**config.mk**
```make
export PLATFORM = sky130hd
export DESIGN_NAME = owd_receiver
export DESIGN_NICKNAME = d
export VERILOG_FILES = /design/src/owd_pkg.sv /design/src/owd_receiver.sv
export SDC_FILE = /design/constraint.sdc
export NUM_CORES = 1
export LEC_CHECK = 0
export BUFFER_PORTS_ARGS = -buffer_cell sky130_fd_sc_hd__buf_2
export CAP_MARGIN = 20
export CORE_MARGIN = 4
export CORE_UTILIZATION = 45
export CTS_BUF_LIST = sky130_fd_sc_hd__clkbuf_2
export DETAILED_ROUTE_END_ITERATION = 7
export PLACE_DENSITY = 0.7
export SETUP_SLACK_MARGIN = 0.5
export SLEW_MARGIN = 15
export SYNTH_ARGS = -nofsm -noshare
export SYNTH_HDL_FRONTEND = slang
export SYNTH_SLANG_ARGS = --single-unit
```
**constraint.sdc**
```tcl
create_clock -name mclk_i -period 4.4 [get_ports mclk_i]
set_input_delay 0.66 -clock mclk_i [delete_from_list [all_inputs] [get_ports mclk_i]]
set_output_delay 0.66 -clock mclk_i [all_outputs]
set_load 0.02 [all_outputs]
```
**src/owd_pkg.sv**
```systemverilog
// owd_pkg: constants and types of the one-wire dimming receiver.
// assumes a 50 MHz core clock; the pin is synchronised inside the receiver.
package owd_pkg;

  ////////////////////////////////////////////////////////////////////////////
  // clock and timing
  localparam int CLK_PERIOD_NS  = 20;
  // gap between the closing falling edge and the acknowledge pull-down
  localparam int ACK_DELAY_NS   = 2000;
  localparam int ACK_DLY_CYC    =
    (ACK_DELAY_NS + CLK_PERIOD_NS - 1) / CLK_PERIOD_NS;
  // longest acknowledge pull-down, rounds down
  localparam int ACK_PULSE_US   = 512;
  localparam int ACK_PULSE_CYC  = (ACK_PULSE_US * 1000) / CLK_PERIOD_NS;
  // low time that shuts the device down
  localparam int SHDN_TIME_US   = 2500;
  localparam int SHDN_CYC       = (SHDN_TIME_US * 1000) / CLK_PERIOD_NS;

  ////////////////////////////////////////////////////////////////////////////
  // widths
  localparam int PHASE_W = 16;
  localparam int ACK_W   = 15;
  localparam int SHDN_W  = 17;

  ////////////////////////////////////////////////////////////////////////////
  // data byte layout
  localparam int ACK_REQ_BIT  = 7;
  localparam int SUBADDR_HI   = 6;
  localparam int SUBADDR_LO   = 5;
  localparam int LEVEL_MSB    = 4;
  localparam logic [2:0] LAST_BIT = 3'h7;

  ////////////////////////////////////////////////////////////////////////////
  // level code and feedback reference (mV)
  localparam logic [4:0] LEVEL_DEFAULT = 5'h1f;
  localparam logic [7:0] FB_DEFAULT    = 8'hc8;
  localparam logic [4:0] KNEE1_CODE    = 5'h0c;
  localparam logic [4:0] KNEE2_CODE    = 5'h17;
  localparam logic [7:0] FB_CODE1      = 8'h05;
  localparam logic [7:0] FB_KNEE1      = 8'h26;
  localparam logic [7:0] FB_KNEE2      = 8'h68;
  localparam logic [7:0] STEP_FINE     = 8'h03;
  localparam logic [7:0] STEP_MID      = 8'h06;
  localparam logic [7:0] STEP_COARSE   = 8'h0c;

  ////////////////////////////////////////////////////////////////////////////
  // receiver states
  typedef enum logic [2:0] {
    ST_IDLE    = 3'h0,
    ST_LOW     = 3'h1,
    ST_HIGH    = 3'h2,
    ST_EOS     = 3'h3,
    ST_ACK_DLY = 3'h4,
    ST_ACK     = 3'h5
  } owd_state_type;

endpackage : owd_pkg

```
**src/owd_receiver.sv**
```systemverilog
// owd_receiver: self-timed one-wire command receiver with stored level.
// assumes an external pull-up on the line; sys_rst_i is the power reset.
//
// Functional notes
// - one command selects one of 32 levels
// - code maps to pseudo-log feedback reference
// - level starts at full-scale code 31
// - level survives line-low shutdown and re-enable
// - power reset returns level to default
// - frame is address byte then data byte
// - act only when address byte matches
// - data: ack request, two sub-address bits, level
// - acknowledge only when acknowledge is requested
// - acknowledge only after full correct matching frame
// - acknowledge pulls low, never drives high
// - decode any rate from 1.7 to 160 kbit/s
// - bytes arrive most significant bit first
// - bit value from high versus low time ratio
// - acknowledge after delay, at most 512 us
`timescale 1ns/10ps
module owd_receiver #(
  parameter logic [7:0] DEV_ADDR  = 8'h5a, // arbitrary value
  parameter int         ACK_CYC   = owd_pkg::ACK_PULSE_CYC,
  parameter int         SHDN_CYC  = owd_pkg::SHDN_CYC
) (
  // clock and power reset
  input  wire logic       mclk_i,
  input  wire logic       sys_rst_i,
  // one-wire control pin
  input  wire logic       ctrl_i,
  output logic            ctrl_o,
  output logic            ctrl_oe_n_o,
  // level and status
  output logic [4:0]      level_code_o,
  output logic [7:0]      feedback_reference_o,
  output logic            shutdown_o
);

  ////////////////////////////////////////////////////////////////////////////
  // pin synchroniser; s1 feeds s2 only
  logic line_s1, line_s2, line_s3;

  always_ff @(posedge mclk_i or posedge sys_rst_i) begin
    if (sys_rst_i) begin
      line_s1 <= 1'b1;
      line_s2 <= 1'b1;
      line_s3 <= 1'b1;
    end else begin
      line_s1 <= ctrl_i;
      line_s2 <= line_s1;
      line_s3 <= line_s2;
    end
  end
  logic fall, rise;
  assign fall = line_s3 & ~line_s2;
  assign rise = ~line_s3 & line_s2;

  ////////////////////////////////////////////////////////////////////////////
  // shutdown detector: line held low long enough
  logic [owd_pkg::SHDN_W-1:0] shdn_cnt, next_shdn_cnt;
  logic                       shdn, next_shdn;
  always_comb begin
    next_shdn_cnt = '0;
    if (!line_s2) begin
      if (shdn_cnt == owd_pkg::SHDN_W'(SHDN_CYC)) begin
        next_shdn_cnt = shdn_cnt;
      end else begin
        next_shdn_cnt = shdn_cnt + 1'b1;
      end
    end
    next_shdn = (next_shdn_cnt == owd_pkg::SHDN_W'(SHDN_CYC));
  end

  always_ff @(posedge mclk_i or posedge sys_rst_i) begin
    if (sys_rst_i) begin
      shdn_cnt <= '0;
      shdn     <= 1'b0;
    end else begin
      shdn_cnt <= next_shdn_cnt;
      shdn     <= next_shdn;
    end
  end

  ////////////////////////////////////////////////////////////////////////////
  // level code to feedback reference in mV
  function automatic logic [7:0] fb_map(input logic [4:0] code);
    logic [7:0] c8;
    c8 = {3'h0, code};
    if (code == 5'h00) begin
      fb_map = 8'h00;
    end else if (code <= owd_pkg::KNEE1_CODE) begin
      fb_map = owd_pkg::FB_CODE1 + (c8 - 8'h01) * owd_pkg::STEP_FINE;
    end else if (code <= owd_pkg::KNEE2_CODE) begin
      fb_map = owd_pkg::FB_KNEE1 +
               (c8 - {3'h0, owd_pkg::KNEE1_CODE}) * owd_pkg::STEP_MID;
    end else begin
      fb_map = owd_pkg::FB_KNEE2 +
               (c8 - {3'h0, owd_pkg::KNEE2_CODE}) * owd_pkg::STEP_COARSE;
    end
  endfunction : fb_map

  ////////////////////////////////////////////////////////////////////////////
  // receiver
  owd_pkg::owd_state_type      state, next_state;
  logic [owd_pkg::PHASE_W-1:0] low_cnt, next_low_cnt;
  logic [owd_pkg::PHASE_W-1:0] high_cnt, next_high_cnt;
  logic [owd_pkg::ACK_W-1:0]   ack_cnt, next_ack_cnt;
  logic [2:0]                  bit_cnt, next_bit_cnt;
  logic [7:0]                  shreg, next_shreg;
  logic                        byte_idx, next_byte_idx;
  logic                        err, next_err;
  logic                        addr_ok, next_addr_ok;
  logic                        upd, next_upd;
  logic                        drive, next_drive;
  logic [4:0]                  level, next_level;
  logic [7:0]                  fb, next_fb;
  logic                        one_bit, zero_bit;
  logic                        low_sat, high_sat;
  // ratio test needs no notion of bit rate
  assign one_bit  = {1'b0, high_cnt} >= {low_cnt, 1'b0};
  assign zero_bit = {1'b0, low_cnt} >= {high_cnt, 1'b0};
  assign low_sat  = &low_cnt;
  assign high_sat = &high_cnt;
  always_comb begin
    next_state    = state;
    next_low_cnt  = low_sat ? low_cnt : low_cnt + 1'b1;
    next_high_cnt = high_sat ? high_cnt : high_cnt + 1'b1;
    next_ack_cnt  = ack_cnt;
    next_bit_cnt  = bit_cnt;
    next_shreg    = shreg;
    next_byte_idx = byte_idx;
    next_err      = err;
    next_addr_ok  = addr_ok;
    next_upd      = 1'b0;
    next_level    = level;
    next_fb       = fb;
    case (state)
      owd_pkg::ST_IDLE: begin
        // a stalled frame between bytes is dropped
        if (high_sat) begin
          next_byte_idx = 1'b0;
        end
        if (fall) begin
          next_state   = owd_pkg::ST_LOW;
          next_low_cnt = '0;
          next_bit_cnt = 3'h0;
          if (!byte_idx) begin
            next_err = 1'b0;
          end
        end
      end
      owd_pkg::ST_LOW: begin
        if (rise) begin
          next_state    = owd_pkg::ST_HIGH;
          next_high_cnt = '0;
        end else if (low_sat) begin
          next_state    = owd_pkg::ST_EOS;
          next_byte_idx = 1'b0;
        end
      end
      owd_pkg::ST_HIGH: begin
        // low time stays frozen while the high phase is timed
        next_low_cnt = low_cnt;
        if (fall) begin
          next_shreg   = {shreg[6:0], one_bit};
          next_err     = err | ~(one_bit | zero_bit);
          next_bit_cnt = bit_cnt + 3'h1;
          next_low_cnt = '0;
          next_state   = owd_pkg::ST_LOW;
          if (bit_cnt == owd_pkg::LAST_BIT) begin
            next_state = owd_pkg::ST_EOS;
            if (!byte_idx) begin
              // address byte decides whether the data byte counts
              next_addr_ok  = (next_shreg == DEV_ADDR) & ~next_err;
              next_byte_idx = next_addr_ok;
            end else begin
              next_byte_idx = 1'b0;
              if (addr_ok && !next_err &&
                  next_shreg[owd_pkg::SUBADDR_HI:owd_pkg::SUBADDR_LO]
                    == 2'h0) begin
                next_upd   = 1'b1;
                next_level = next_shreg[owd_pkg::LEVEL_MSB:0];
                next_fb    = fb_map(next_level);
                if (next_shreg[owd_pkg::ACK_REQ_BIT]) begin
                  next_state   = owd_pkg::ST_ACK_DLY;
                  next_ack_cnt = '0;
                end
              end
            end
          end
        end else if (high_sat) begin
          next_state    = owd_pkg::ST_IDLE;
          next_byte_idx = 1'b0;
        end
      end
      owd_pkg::ST_EOS: begin
        // level test, so a fast release after the closing edge is not lost
        if (line_s2) begin
          next_state    = owd_pkg::ST_IDLE;
          next_high_cnt = '0;
        end
      end
      owd_pkg::ST_ACK_DLY: begin
        next_ack_cnt = ack_cnt + 1'b1;
        if (ack_cnt == owd_pkg::ACK_W'(owd_pkg::ACK_DLY_CYC - 1)) begin
          next_state   = owd_pkg::ST_ACK;
          next_ack_cnt = '0;
        end
      end
      owd_pkg::ST_ACK: begin
        next_ack_cnt = ack_cnt + 1'b1;
        if (ack_cnt == owd_pkg::ACK_W'(ACK_CYC - 1)) begin
          next_state = owd_pkg::ST_EOS;
        end
      end
      default: begin
        next_state = owd_pkg::ST_IDLE;
      end
    endcase
    // shutdown drops a partial frame but keeps the stored level
    if (shdn) begin
      next_state    = owd_pkg::ST_IDLE;
      next_byte_idx = 1'b0;
    end
    next_drive = (next_state == owd_pkg::ST_ACK);
  end

  // only the power reset reaches the level register
  always_ff @(posedge mclk_i or posedge sys_rst_i) begin
    if (sys_rst_i) begin
      state    <= owd_pkg::ST_IDLE;
      low_cnt  <= '0;
      high_cnt <= '0;
      ack_cnt  <= '0;
      bit_cnt  <= 3'h0;
      shreg    <= 8'h00;
      byte_idx <= 1'b0;
      err      <= 1'b0;
      addr_ok  <= 1'b0;
      upd      <= 1'b0;
      drive    <= 1'b0;
      level    <= owd_pkg::LEVEL_DEFAULT;
      fb       <= owd_pkg::FB_DEFAULT;
    end else begin
      state    <= next_state;
      low_cnt  <= next_low_cnt;
      high_cnt <= next_high_cnt;
      ack_cnt  <= next_ack_cnt;
      bit_cnt  <= next_bit_cnt;
      shreg    <= next_shreg;
      byte_idx <= next_byte_idx;
      err      <= next_err;
      addr_ok  <= next_addr_ok;
      upd      <= next_upd;
      drive    <= next_drive;
      level    <= next_level;
      fb       <= next_fb;
    end
  end

  ////////////////////////////////////////////////////////////////////////////
  // outputs; the line is only ever pulled low
  assign ctrl_o               = 1'b0;
  assign ctrl_oe_n_o          = ~drive;
  assign level_code_o         = level;
  assign feedback_reference_o = fb;
  assign shutdown_o           = shdn;

  logic [owd_pkg::ACK_W:0] drv_len;
  always_ff @(posedge mclk_i or posedge sys_rst_i) begin
    if (sys_rst_i) begin
      drv_len <= '0;
    end else begin
      drv_len <= drive ? drv_len + 1'b1 : '0;
    end
  end
endmodule : owd_receiver

```
# Yosys cells after proc, flatten, opt, wreduce, memory -nomap -nowiden
# Index checks and enable logic that the tools add are counted.
dict set report totals {
  reg_bits 98
  input_bits 3
  out_inout_bits 16
  elab_cells 135
}
dict set report classes {
  add_sub_neg 11
  n_mul 3
  n_lt_le_gt_ge 4
  n_eq_ne 22
  n_mux 49
  bitwise 11
  n_reduce_logical 18
}
# op n
set ops {}
lappend ops {{$mux 16} 6}
lappend ops {{$mux 15} 6}
lappend ops {{$pmux 16 s2} 2}
lappend ops {{$mux 3} 15}
lappend ops {{$pmux 15 s3} 1}
lappend ops {{$eq 17x17->1 const B} 2}
lappend ops {{$ge 16x17->1} 2}
lappend ops {{$mux 17} 2}
lappend ops {{$add 16x1->16 const B} 2}
lappend ops {{$reduce_and 16->1} 2}
lappend ops {{$mux 8} 3}
lappend ops {{$pmux 3 s6} 1}
lappend ops {{$add 17x1->17 const B} 1}
lappend ops {{$add 15x1->15 const B} 1}
lappend ops {{$eq 15x15->1 const B} 1}
lappend ops {{$eq 15x7->1 const B} 1}
lappend ops {{$ne 2x2->1 const B} 7}
lappend ops {{$eq 3x3->1 const B} 4}
lappend ops {{$reduce_and 4->1} 3}
lappend ops {{$mux 1} 10}
lappend ops {{$add 3x8->8 const A} 1}
lappend ops {{$add 6x8->8 const A} 1}
lappend ops {{$add 7x8->8 const A} 1}
lappend ops {{$eq 8x7->1 const B} 1}
lappend ops {{31 further kinds} 42}

# Depth between registers and ports, before layout
# Gate-level depths: netlist of run 1.
dict set report depth {
  ltp_word 14
  depth_mapped 20
  mapped_depth_nobuf 20
}

# Worst setup path after synthesis of run 1
# OpenSTA, ideal clock, no wires.
dict set report synth_path {
  kind {register to register}
  from {register low_cnt[13] (netlist bit)}
  to {register fb[7], in the netlist feedback_reference_o[7]}
  arrival_time_ps 3969
  t_required_ps 4314
  slack_ps 345
  stages_incl_launch_ff 20
  path_buffers 1
  period_less_slack_ps 4055
  cell_sequence {dfrtp_1 -> inv_1 -> ha_1 -> a211oi_1 -> nor3_1 -> o31ai_1 -> a21o_2 -> inv_2 -> buf_2 -> ha_1 -> xor2_1 -> ha_1 -> a211oi_1 -> xor2_1 -> a31oi_1 -> or3_1 -> a31oi_1 -> o21ai_0 -> o21ai_0 -> o22ai_1}
}
dict set report synth_between {
  elab_chain_cells 8
  word_cells_on_any_way 24
  classes_between {add/sub (6); mul (3); order compare (4); mux (3); bitwise (3); reduce/logical (5)}
}
# element line
set synth_lines {}
lappend synth_lines {{from (decl)} owd_receiver.sv:105} ;# logic [owd_pkg::PHASE_W-1:0] low_cnt, next_low_cnt;
lappend synth_lines {{from (signal assigned)} owd_receiver.sv:246} ;# low_cnt <= next_low_cnt;
lappend synth_lines {{$ge 16x17->1 (*)} owd_receiver.sv:120} ;# assign one_bit = {1'b0, high_cnt} >= {low_cnt, 1'b0};
lappend synth_lines {{net one_bit} owd_receiver.sv:117} ;# logic one_bit, zero_bit;
lappend synth_lines {{parallel branches: the longest is 7 deep, another holds $mul 8x2->6} n/a}
lappend synth_lines {{to (signal assigned)} owd_receiver.sv:243} ;# fb <= owd_pkg::FB_DEFAULT;
lappend synth_lines {{to (signal assigned)} owd_receiver.sv:257} ;# fb <= next_fb;
lappend synth_lines {{to (decl)} owd_receiver.sv:116} ;# logic [7:0] fb, next_fb;
# Mark *: on every way through the listed nets, which the timed path passes.
# A chain may end at the register's enable or synchronous reset.

# Worst setup path after layout of run 1
dict set report layout_path {
  from {register low_cnt[3] (netlist bit)}
  to {register fb[5], in the netlist feedback_reference_o[5]}
}
dict set report layout_between {
  elab_chain_cells 8
  word_cells_on_any_way 24
  classes_between {add/sub (6); mul (3); order compare (4); mux (3); bitwise (3); reduce/logical (5)}
}
# element
set layout_lines {}
lappend layout_lines {{parallel branches: the longest is 8 deep, another holds $ge 16x17->1}}
# Several ways; the timed one is not identified.

==> flow_metrics.tcl, run 1 <==
set metrics [dict create \
    status "complete, no violations" \
    end_kind "flop" \
    dpl_worst_slack_ns 0.2272 \
    grt_usage 0.1842 \
    netlist_area_um2 6805 \
    grt_max_degree 78 \
    wl_met2_um 7509 \
    ys.flop_type "dfrtp_1" \
    port_buffers 17 \
    start_kind "flop" \
    crit_chain "inv_2, ha_1, a2111o_1, o22ai_2, a21o_4, inv_2, ha_4, buf_4, inv_1, fa_2, or3_1, xnor2_1, nor2_1, a211oi_1, a21oi_1, o22ai_1" \
    die_w_um 131.0 \
    ctsHoldBuffers 0 \
    slew_headroom 0.3545 \
    viasPerCell 5.619 \
    grt_pass1_vias 5352 \
    topRoutingLayerUsed "met4" \
    r2r_cells 16 \
    synth.largest_area_cell "dfrtp_1" \
    wl_met3_um 709 \
    drc 0 \
    cts_sinks 98 \
    cp_top_family "compound AO/OA/AOI/OAI gates" \
    grt-ovfl-total 0 \
    fmax_mhz 251.6 \
    layout-drive-gt1-share 0.1952 \
    numCtsBuffers 9 \
    fin_nets 892 \
    synth_area_leaders "dfrtp_1 (32%), ha_1 (12%), xnor2_1 (5.0%), dfstp_2 (4.2%), nor2_1 (4.1%)" \
    gp_congestion 0.8381 \
    crit_type "flop to flop" \
    ys_warn_count 0 \
    synth_nets 846 \
    fin_tns_setup_ns 0 \
    rsz0062_at_grt "true" \
    wl_met1_um 7553 \
    crit_buf_inv 4 \
    finalSetupViolCount 0 \
    reg2reg_from "low_cnt[3]" \
    min_period_over_period 0.9033 \
    drtIter0Drc 386 \
    crit_path_frequent_cell "inv_2" \
    cp.arrival_ns 4.53 \
    synth-edff-count 0 \
    die_area_um2 17150 \
    rows 44 \
    finClkSkew_ns 0.02042 \
    start_util 0.4630 \
    reg2reg_slack_ns 0.43 \
    cts-root-buf "clkbuf_2" \
    die_height_um 131.0 \
    crit_fanout 7 \
    required_ns 4.95 \
    clk-insertion-delay-late_ns 0.60 \
    totalWireLength_um 16130 \
    hold_path.class "input pin to flop" \
    slew_violations 0 \
    syn2layout_area_growth_pct 15.41 \
    vias 5675 \
    hold_depth 1 \
    worst_slew_pin_slew_ns 0.9683 \
    coreArea_um2 14700 \
    crit_slowest_cell "fa_2" \
    async_flop_share 1.000 \
    hold_violations 0 \
    clock_tree.buffer_depth 2 \
    synth_cell_types 72 \
    holdPathEnd "line_s1" \
    syn-instance-count 774 \
    period_needed_ns 3.975 \
    io_pins 19 \
    maxCapViolations 0 \
    synth.top_cell.area_share 0.3199 \
    wl_per_cell_um 15.97 \
    holdWs_ns 0.1144 \
    grt_pass1_wl_um 25700 \
    cpPeakStageDelay_ns 0.51 \
    dp_hpwl_um 10750 \
    worst_slack_ns 0.4254 \
    h-tree-depth 3 \
    ys_seq_area_frac 0.3624 \
    clk_pin_slew_ns 0.27 \
    antenna_found_initial 1 \
    fill_cells 1318 \
    drt_pass1_iterations 5 \
    worstReg2RegEnd "feedback_reference_o[5]" \
    tritoncts "done" \
    antenna_left 0 \
    synth-seq-cells 98 \
    min_from "ctrl_i" \
    synth_area_per_cell_um2 8.792 \
]
## through the flow
stage	instance area, µm²	util	cells
floorplan	6828	-	774
global placement	7103	0.4832	961
detailed placement	7103	0.4832	961
CTS	7301	0.4967	986
global route	7854	0.5343	1010
finish	7854	0.5343	1010
## worst max-delay path by stage
stage	from	to	slack [ns]	cells after the start
after floorplan	low_cnt[13]	feedback_reference_o[6]	0.53	20
after global placement	low_cnt[13]	feedback_reference_o[6]	0.36	20
after detailed placement	low_cnt[13]	feedback_reference_o[6]	0.23	20
after CTS	low_cnt[3]	feedback_reference_o[6]	0.50	19
after global routing	low_cnt[11]	feedback_reference_o[7]	0.29	18
final	low_cnt[3]	feedback_reference_o[5]	0.43	16
## cell usage in the layout (no fill, tap or decap), types with 5 or more instances in the layout
master and n:
a21o_1 10, a21oi_1 40, a31oi_1 7, and3_1 9, buf_2 17, buf_4 35, clkbuf_2 10, dfrtp_1 83
dfstp_2 11, ha_1 49, ha_4 15, inv_1 61, mux2_2 6, nand2_1 64, nand2b_1 12, nand3_1 41
nand4_1 9, nor2_1 72, nor2b_1 9, nor3_1 17, nor4_1 8, o21ai_0 53, o22ai_1 5, o31ai_1 8
or3_1 7, xnor2_1 34, xnor2_2 5, xor2_1 18
## cells in the mapped netlist (all sizes together) (6+ instances only)
master  count
a211oi      7
a21o       11
a21oi      47
a31oi       7
and3       10
buf         7
clkbuf     13
dfrtp      87
dfstp      11
ha         66
inv        67
mux2        6
nand2      65
nand2b     12
nand3      42
nand4      10
nor2       75
nor2b       9
nor3       21
nor4       10
o21ai      59
o22ai       6
o31ai      11
or3         8
xnor2      39
xor2       20
## area by class of cell
cell class,instances,area [µm²],share of cell area
timing repair buffer,55,385.4,0.04907
clock buffer,10,50.05,0.006372
antenna,1,2.502,0.0003186
clock inverter,6,42.54,0.005417
inverter,67,257.7,0.03282
sequential,98,2471,0.3146
tap,184,230.2,0.02931
multi-input combinational,589,4414,0.5621
## flip-flops by register name (all words and copies together), names as in the netlist
register              cells
shdn_cnt                 17
high_cnt                 16
low_cnt                  16
ack_cnt                  15
feedback_reference_o      8
shreg                     7
level_code_o              5
bit_cnt                   3
state                     3
addr_ok                   1
byte_idx                  1
drive                     1
err                       1
line_s1                   1
line_s2                   1
line_s3                   1
shutdown_o                1
## timing repair
action / 4_1_cts / 5_1_grt
pin swaps: 4 / 33
setup endpoints to repair: 3 / 4
buffers inserted: 9 / 23
hold endpoints to repair: 0 / 0
gates resized for setup: 13 / 60
## kinds of logic (layout without fill, tap and decap cells)
group                      count (synthesis)  in the layout  share of synthesized area
AOI/OAI and AO/OA                        169            169                     0.1548
xor gates and xnor gates                  59             59                    0.07593
adders and majority gates                 69             69                     0.1302
buffers and inverters                     87            138                    0.05056
DFF                                       98             98                     0.3624
muxes                                      9              9                    0.01434
other                                      1              2                  0.0005510
and+or+nand+nor                          282            282                     0.2113
## layer usage
layer,up-vias,track usage
li1,2801,-
met1,2726,0.2672
met2,116,0.2793
met3,32,0.03740
met4,0,0.05203
met5,-,0
Power of run 1 is left out: the tool's default activity adds up to more than one toggle a clock period on the data nets, which glitch-free logic cannot reach.
==> run 2: changes to the inputs <==
- CORE_UTILIZATION: 45 -> 50
- PLACE_DENSITY: 0.7 -> 0.75
==> flow_metrics.tcl, run 2 (same netlist as run 1, synthesis figures left out) <==
set metrics [dict create \
    cp.arrival_ns 4.42 \
    antenna_found_initial 0 \
    gp_congestion 0.8823 \
    grt-ovfl-total 0 \
    fin_nets 882 \
    coreArea_um2 13300 \
    slew_violations 0 \
    drc 0 \
    largest_reg_flops 17 \
    cpPeakStageDelay_ns 0.45 \
    layout-drive-gt1-share 0.1755 \
    antenna_left 0 \
    crit_chain "inv_2, ha_4, a211oi_4, nor3_4, o31ai_2, a21o_4, ha_4, buf_4, nand2_1, xnor2_2, ha_1, ha_1, inv_1, o21bai_1, a21oi_1, xor2_1, nor2_1, a311oi_1, o22ai_1" \
    clk-insertion-delay-late_ns 0.64 \
    crit_type "flop to flop" \
    cts-root-buf "clkbuf_2" \
    maxCapViolations 0 \
    status "complete, no violations" \
    hold_path.class "input pin to flop" \
    grt_pass1_vias 5210 \
    drt_pass1_iterations 5 \
    r2r_cells 19 \
    hold_depth 1 \
    clk_pin_slew_ns 0.31 \
    holdPathEnd "line_s1" \
    start_kind "flop" \
    grt_pass1_wl_um 25210 \
    crit_fanout 5 \
    rows 42 \
    final_cell_mix "dfrtp_1 (84), nor2_1 (74), nand2_1 (65)" \
    grt_usage 0.1922 \
    rsz0062_at_grt "true" \
    fin_tns_setup_ns 0 \
    worstReg2RegEnd "feedback_reference_o[6]" \
    die_area_um2 15540 \
    hold_violations 0 \
    io_pins 19 \
    holdWs_ns 0.08968 \
    port_buffers 17 \
    min_period_over_period 0.8648 \
    die_w_um 124.7 \
    fmax_mhz 262.8 \
    fin_cells 991 \
    min_from "ctrl_i" \
    die_height_um 124.7 \
    reg2reg_slack_ns 0.60 \
    placed_cells_incl_taps 953 \
    top_register "shdn_cnt" \
    finClkSkew_ns 0.03517 \
    drtIter0Drc 446 \
    antenna_cells 0 \
    largestRegisters "shdn_cnt (17), high_cnt (16), low_cnt (16)" \
    h-tree-depth 3 \
    totalWireLength_um 15200 \
    start_util 0.5119 \
    syn2layout_area_growth_pct 13.15 \
    grt_max_degree 75 \
    finalSetupViolCount 0 \
    wl_per_cell_um 15.33 \
    viasPerCell 5.606 \
    cts_sinks 98 \
    clock_tree.buffer_depth 2 \
    tritoncts "done" \
    worst_slew_pin_slew_ns 0.9109 \
    crit_slowest_cell "dfrtp_1" \
    reg2reg_from "low_cnt[13]" \
    end_kind "flop" \
    period_needed_ns 3.805 \
    slew_headroom 0.3927 \
    mostFrequentLayoutCell "dfrtp_1" \
    vias 5556 \
    required_ns 5.01 \
    dp_hpwl_um 10500 \
    numCtsBuffers 9 \
]
==> run 2: layout make-up <==
class | instances | area (µm²)
Clock buffer | 9 | 45.04
Multi-Input combinational cell | 589 | 4320
Clock inverter | 7 | 90.09
Sequential cell | 98 | 2470
Tap cell | 176 | 220.2
Fill cell | 1120 | 5595
Inverter | 67 | 259.0
Timing Repair Buffer | 45 | 295.3
==> run 2: per-layer routing <==
| layer | part of all wire | track usage | up-vias |
|---|---|---|---|
| met5 | 0 | 0 | - |
| li1 | - | - | 2804 |
| met1 | 0.48 | 0.2823 | 2624 |
| met3 | 0.036 | 0.03045 | 19 |
| met2 | 0.47 | 0.2968 | 109 |
| met4 | 0.014 | 0.04965 | 0 |
==> run 2: what timing repair did <==
action / in CTS / in global routing
gates resized for setup: 11 / 49
buffers inserted: 9 / 13
hold buffers: 0 / 0
setup endpoints to repair: 4 / 5
pin swaps: 6 / 16
==> run 2: critical path, delay by kind of cell, from the launching register on <==
kind                       cells  cell delay, ns
and+or+nand+nor                3            0.23
buffers and inverters          3            0.32
adders and majority gates      4            1.03
xor gates and xnor gates       2            0.32
DFF                            1            0.45
AOI/OAI and AO/OA              7            1.47
==> run 2: metrics by stage <==
stage,setup WS (ns),instance area (µm²),util
final,0.5951,7700,0.5791
after global routing,0.3921,7700,0.5791
after detailed placement,0.2067,7093,0.5335
after floorplan,0.5299,6828,-
after global placement,0.3755,7086,0.5329
after CTS,0.5016,7340,0.5520
==> run 2: worst max-delay path by stage <==
stage	slack, ns	cells past startpoint	start	endpoint
after floorplan	0.53	20	low_cnt[13]	feedback_reference_o[6]
after global placement	0.38	18	low_cnt[13]	feedback_reference_o[7]
after detailed placement	0.21	20	low_cnt[13]	feedback_reference_o[6]
after CTS	0.50	20	low_cnt[13]	feedback_reference_o[6]
after global routing	0.39	18	low_cnt[13]	feedback_reference_o[7]
final	0.60	19	low_cnt[13]	feedback_reference_o[6]
Power of run 2 is left out for the same reason.
==> run 3: changes to the inputs <==
- CELL_PAD_IN_SITES_DETAIL_PLACEMENT: default -> 1
- CELL_PAD_IN_SITES_GLOBAL_PLACEMENT: default -> 1
- PLACE_DENSITY: 0.75 -> 0.91
- clock period: 4.4 -> 4.3 ns (I/O delays scaled with it)
==> flow_metrics.tcl, run 3 (same netlist as run 1, synthesis figures left out) <==
set metrics [dict create \
    grt-ovfl-total 0 \
    dpl_worst_slack_ns -0.09553 \
    slew_headroom 0.3539 \
    antenna_left 0 \
    hold_violations 0 \
    final_cell_mix "dfrtp_1 (84), nor2_1 (73), nand2_1 (64)" \
    fin_cells 1011 \
    cts_sinks 98 \
    cts-root-buf "clkbuf_2" \
    rows 42 \
    coreArea_um2 13300 \
    drtIter0Drc 587 \
    grt_usage 0.2817 \
    worst_slack_ns 0.009276 \
    cp.arrival_ns 4.89 \
    end_kind "flop" \
    die_w_um 124.7 \
    syn2layout_area_growth_pct 18.11 \
    clock_tree.buffer_depth 2 \
    largestRegisters "shdn_cnt (17), high_cnt (16), low_cnt (16)" \
    status "complete, no violations" \
    drc 0 \
    drt_pass1_iterations 5 \
    maxCapViolations 0 \
    finalSetupViolCount 0 \
    gp_congestion 0.8549 \
    placed_cells_incl_taps 953 \
    die_height_um 124.7 \
    viasPerCell 6.517 \
    min_period_over_period 0.9978 \
    crit_type "flop to flop" \
    h-tree-depth 3 \
    wl_per_cell_um 25.90 \
    dp_hpwl_um 13790 \
    crit_fanout 11 \
    totalWireLength_um 26180 \
    start_kind "flop" \
    start_util 0.5119 \
    clk_pin_slew_ns 0.34 \
    finClkSkew_ns 0.04459 \
    grt_pass1_vias 6917 \
    rsz0062_at_grt "true" \
    grt_max_degree 85 \
    mostFrequentLayoutCell "dfrtp_1" \
    clk-insertion-delay-late_ns 0.69 \
    slew_violations 0 \
    numCtsBuffers 9 \
    die_area_um2 15540 \
    largest_reg_flops 17 \
    io_pins 19 \
    antenna_cells 0 \
    required_ns 4.90 \
    top_register "shdn_cnt" \
    layout-drive-gt1-share 0.2204 \
    period_needed_ns 4.291 \
    port_buffers 17 \
    ctsHoldBuffers 0 \
    fmax_mhz 233.1 \
    antenna_found_initial 0 \
    grt_pass1_wl_um 35830 \
    tritoncts "done" \
    hold_path.class "input pin to flop" \
    vias 6589 \
    worst_slew_pin_slew_ns 0.9662 \
    fin_nets 902 \
]
## run 3: worst max-delay path, stage by stage (launching register included)
cell and delay (ns):
dfrtp_1 0.87, inv_1 0.34, ha_1 0.42, xor2_1 0.57, o32ai_1 0.28, xnor2_1 0.64
o31ai_1 0.26, a2111o_1 0.40, o21ai_0 0.10, a311oi_1 0.08, o22ai_1 0.24
## run 3: final timing paths
| path | start | to | slack (ns) | cells after the start |
|---|---|---|---|---|
| setup / recovery | shreg[1] | feedback_reference_o[6] | 0.009 | 10 |
| hold reg to reg | line_s1 | line_s2 | 0.37 | 0 |
| hold / removal | ctrl_i | line_s1 | 0.04 | 1 |
| min in group asynchronous | sys_rst_i | shdn_cnt[13] | 0.05 | 2 |
| max in group asynchronous | sys_rst_i | high_cnt[3] | 3.47 | 3 |
| setup reg to reg | shreg[1] | feedback_reference_o[6] | 0.009 | 10 |
## run 3: metrics by stage
| stage | TNS (ns) | hold slack [ns] | util | instance area, µm² |
|---|---|---|---|---|
| 2_1_floorplan | 0 | 0.3452 | - | 6843 |
| 3_3_place_gp | 0 | 0.3464 | 0.5339 | 7098 |
| 3_5_place_dp | -0.1367 | 0.3556 | 0.5347 | 7109 |
| 4_1_cts | 0 | 0.01345 | 0.5812 | 7727 |
| 5_1_grt | -0.1292 | 0.01284 | 0.6046 | 8038 |
| 6_report | 0 | 0.04470 | 0.6046 | 8038 |
## run 3: layer usage
| metal | vias up | wire [µm] | GRT usage |
|---|---|---|---|
| met1 | 3320 | 9590 | 0.3188 |
| met4 | 0 | 1531 | 0.1399 |
| met2 | 339 | 13580 | 0.5060 |
| met5 | - | 0 | 0 |
| li1 | 2810 | - | - |
| met3 | 120 | 1478 | 0.05274 |
## run 3: cell type report
type                       instances  area, µm²
tap                              176      220.2
inverter                          67      267.8
clock inverter                     7      107.6
timing repair buffer              65      449.2
multi-input combinational        589       4478
sequential                        98       2470
clock buffer                       9      45.04
fill                            1482       5258
## run 3: what timing repair did
action                                  4_1_cts  5_1_grt
cloned                                        0        0
pin swaps                                    26       20
gates resized for setup                      52       35
setup buffers                                26       16
endpoints found under the setup margin        5        5
Power of run 3 is left out for the same reason.
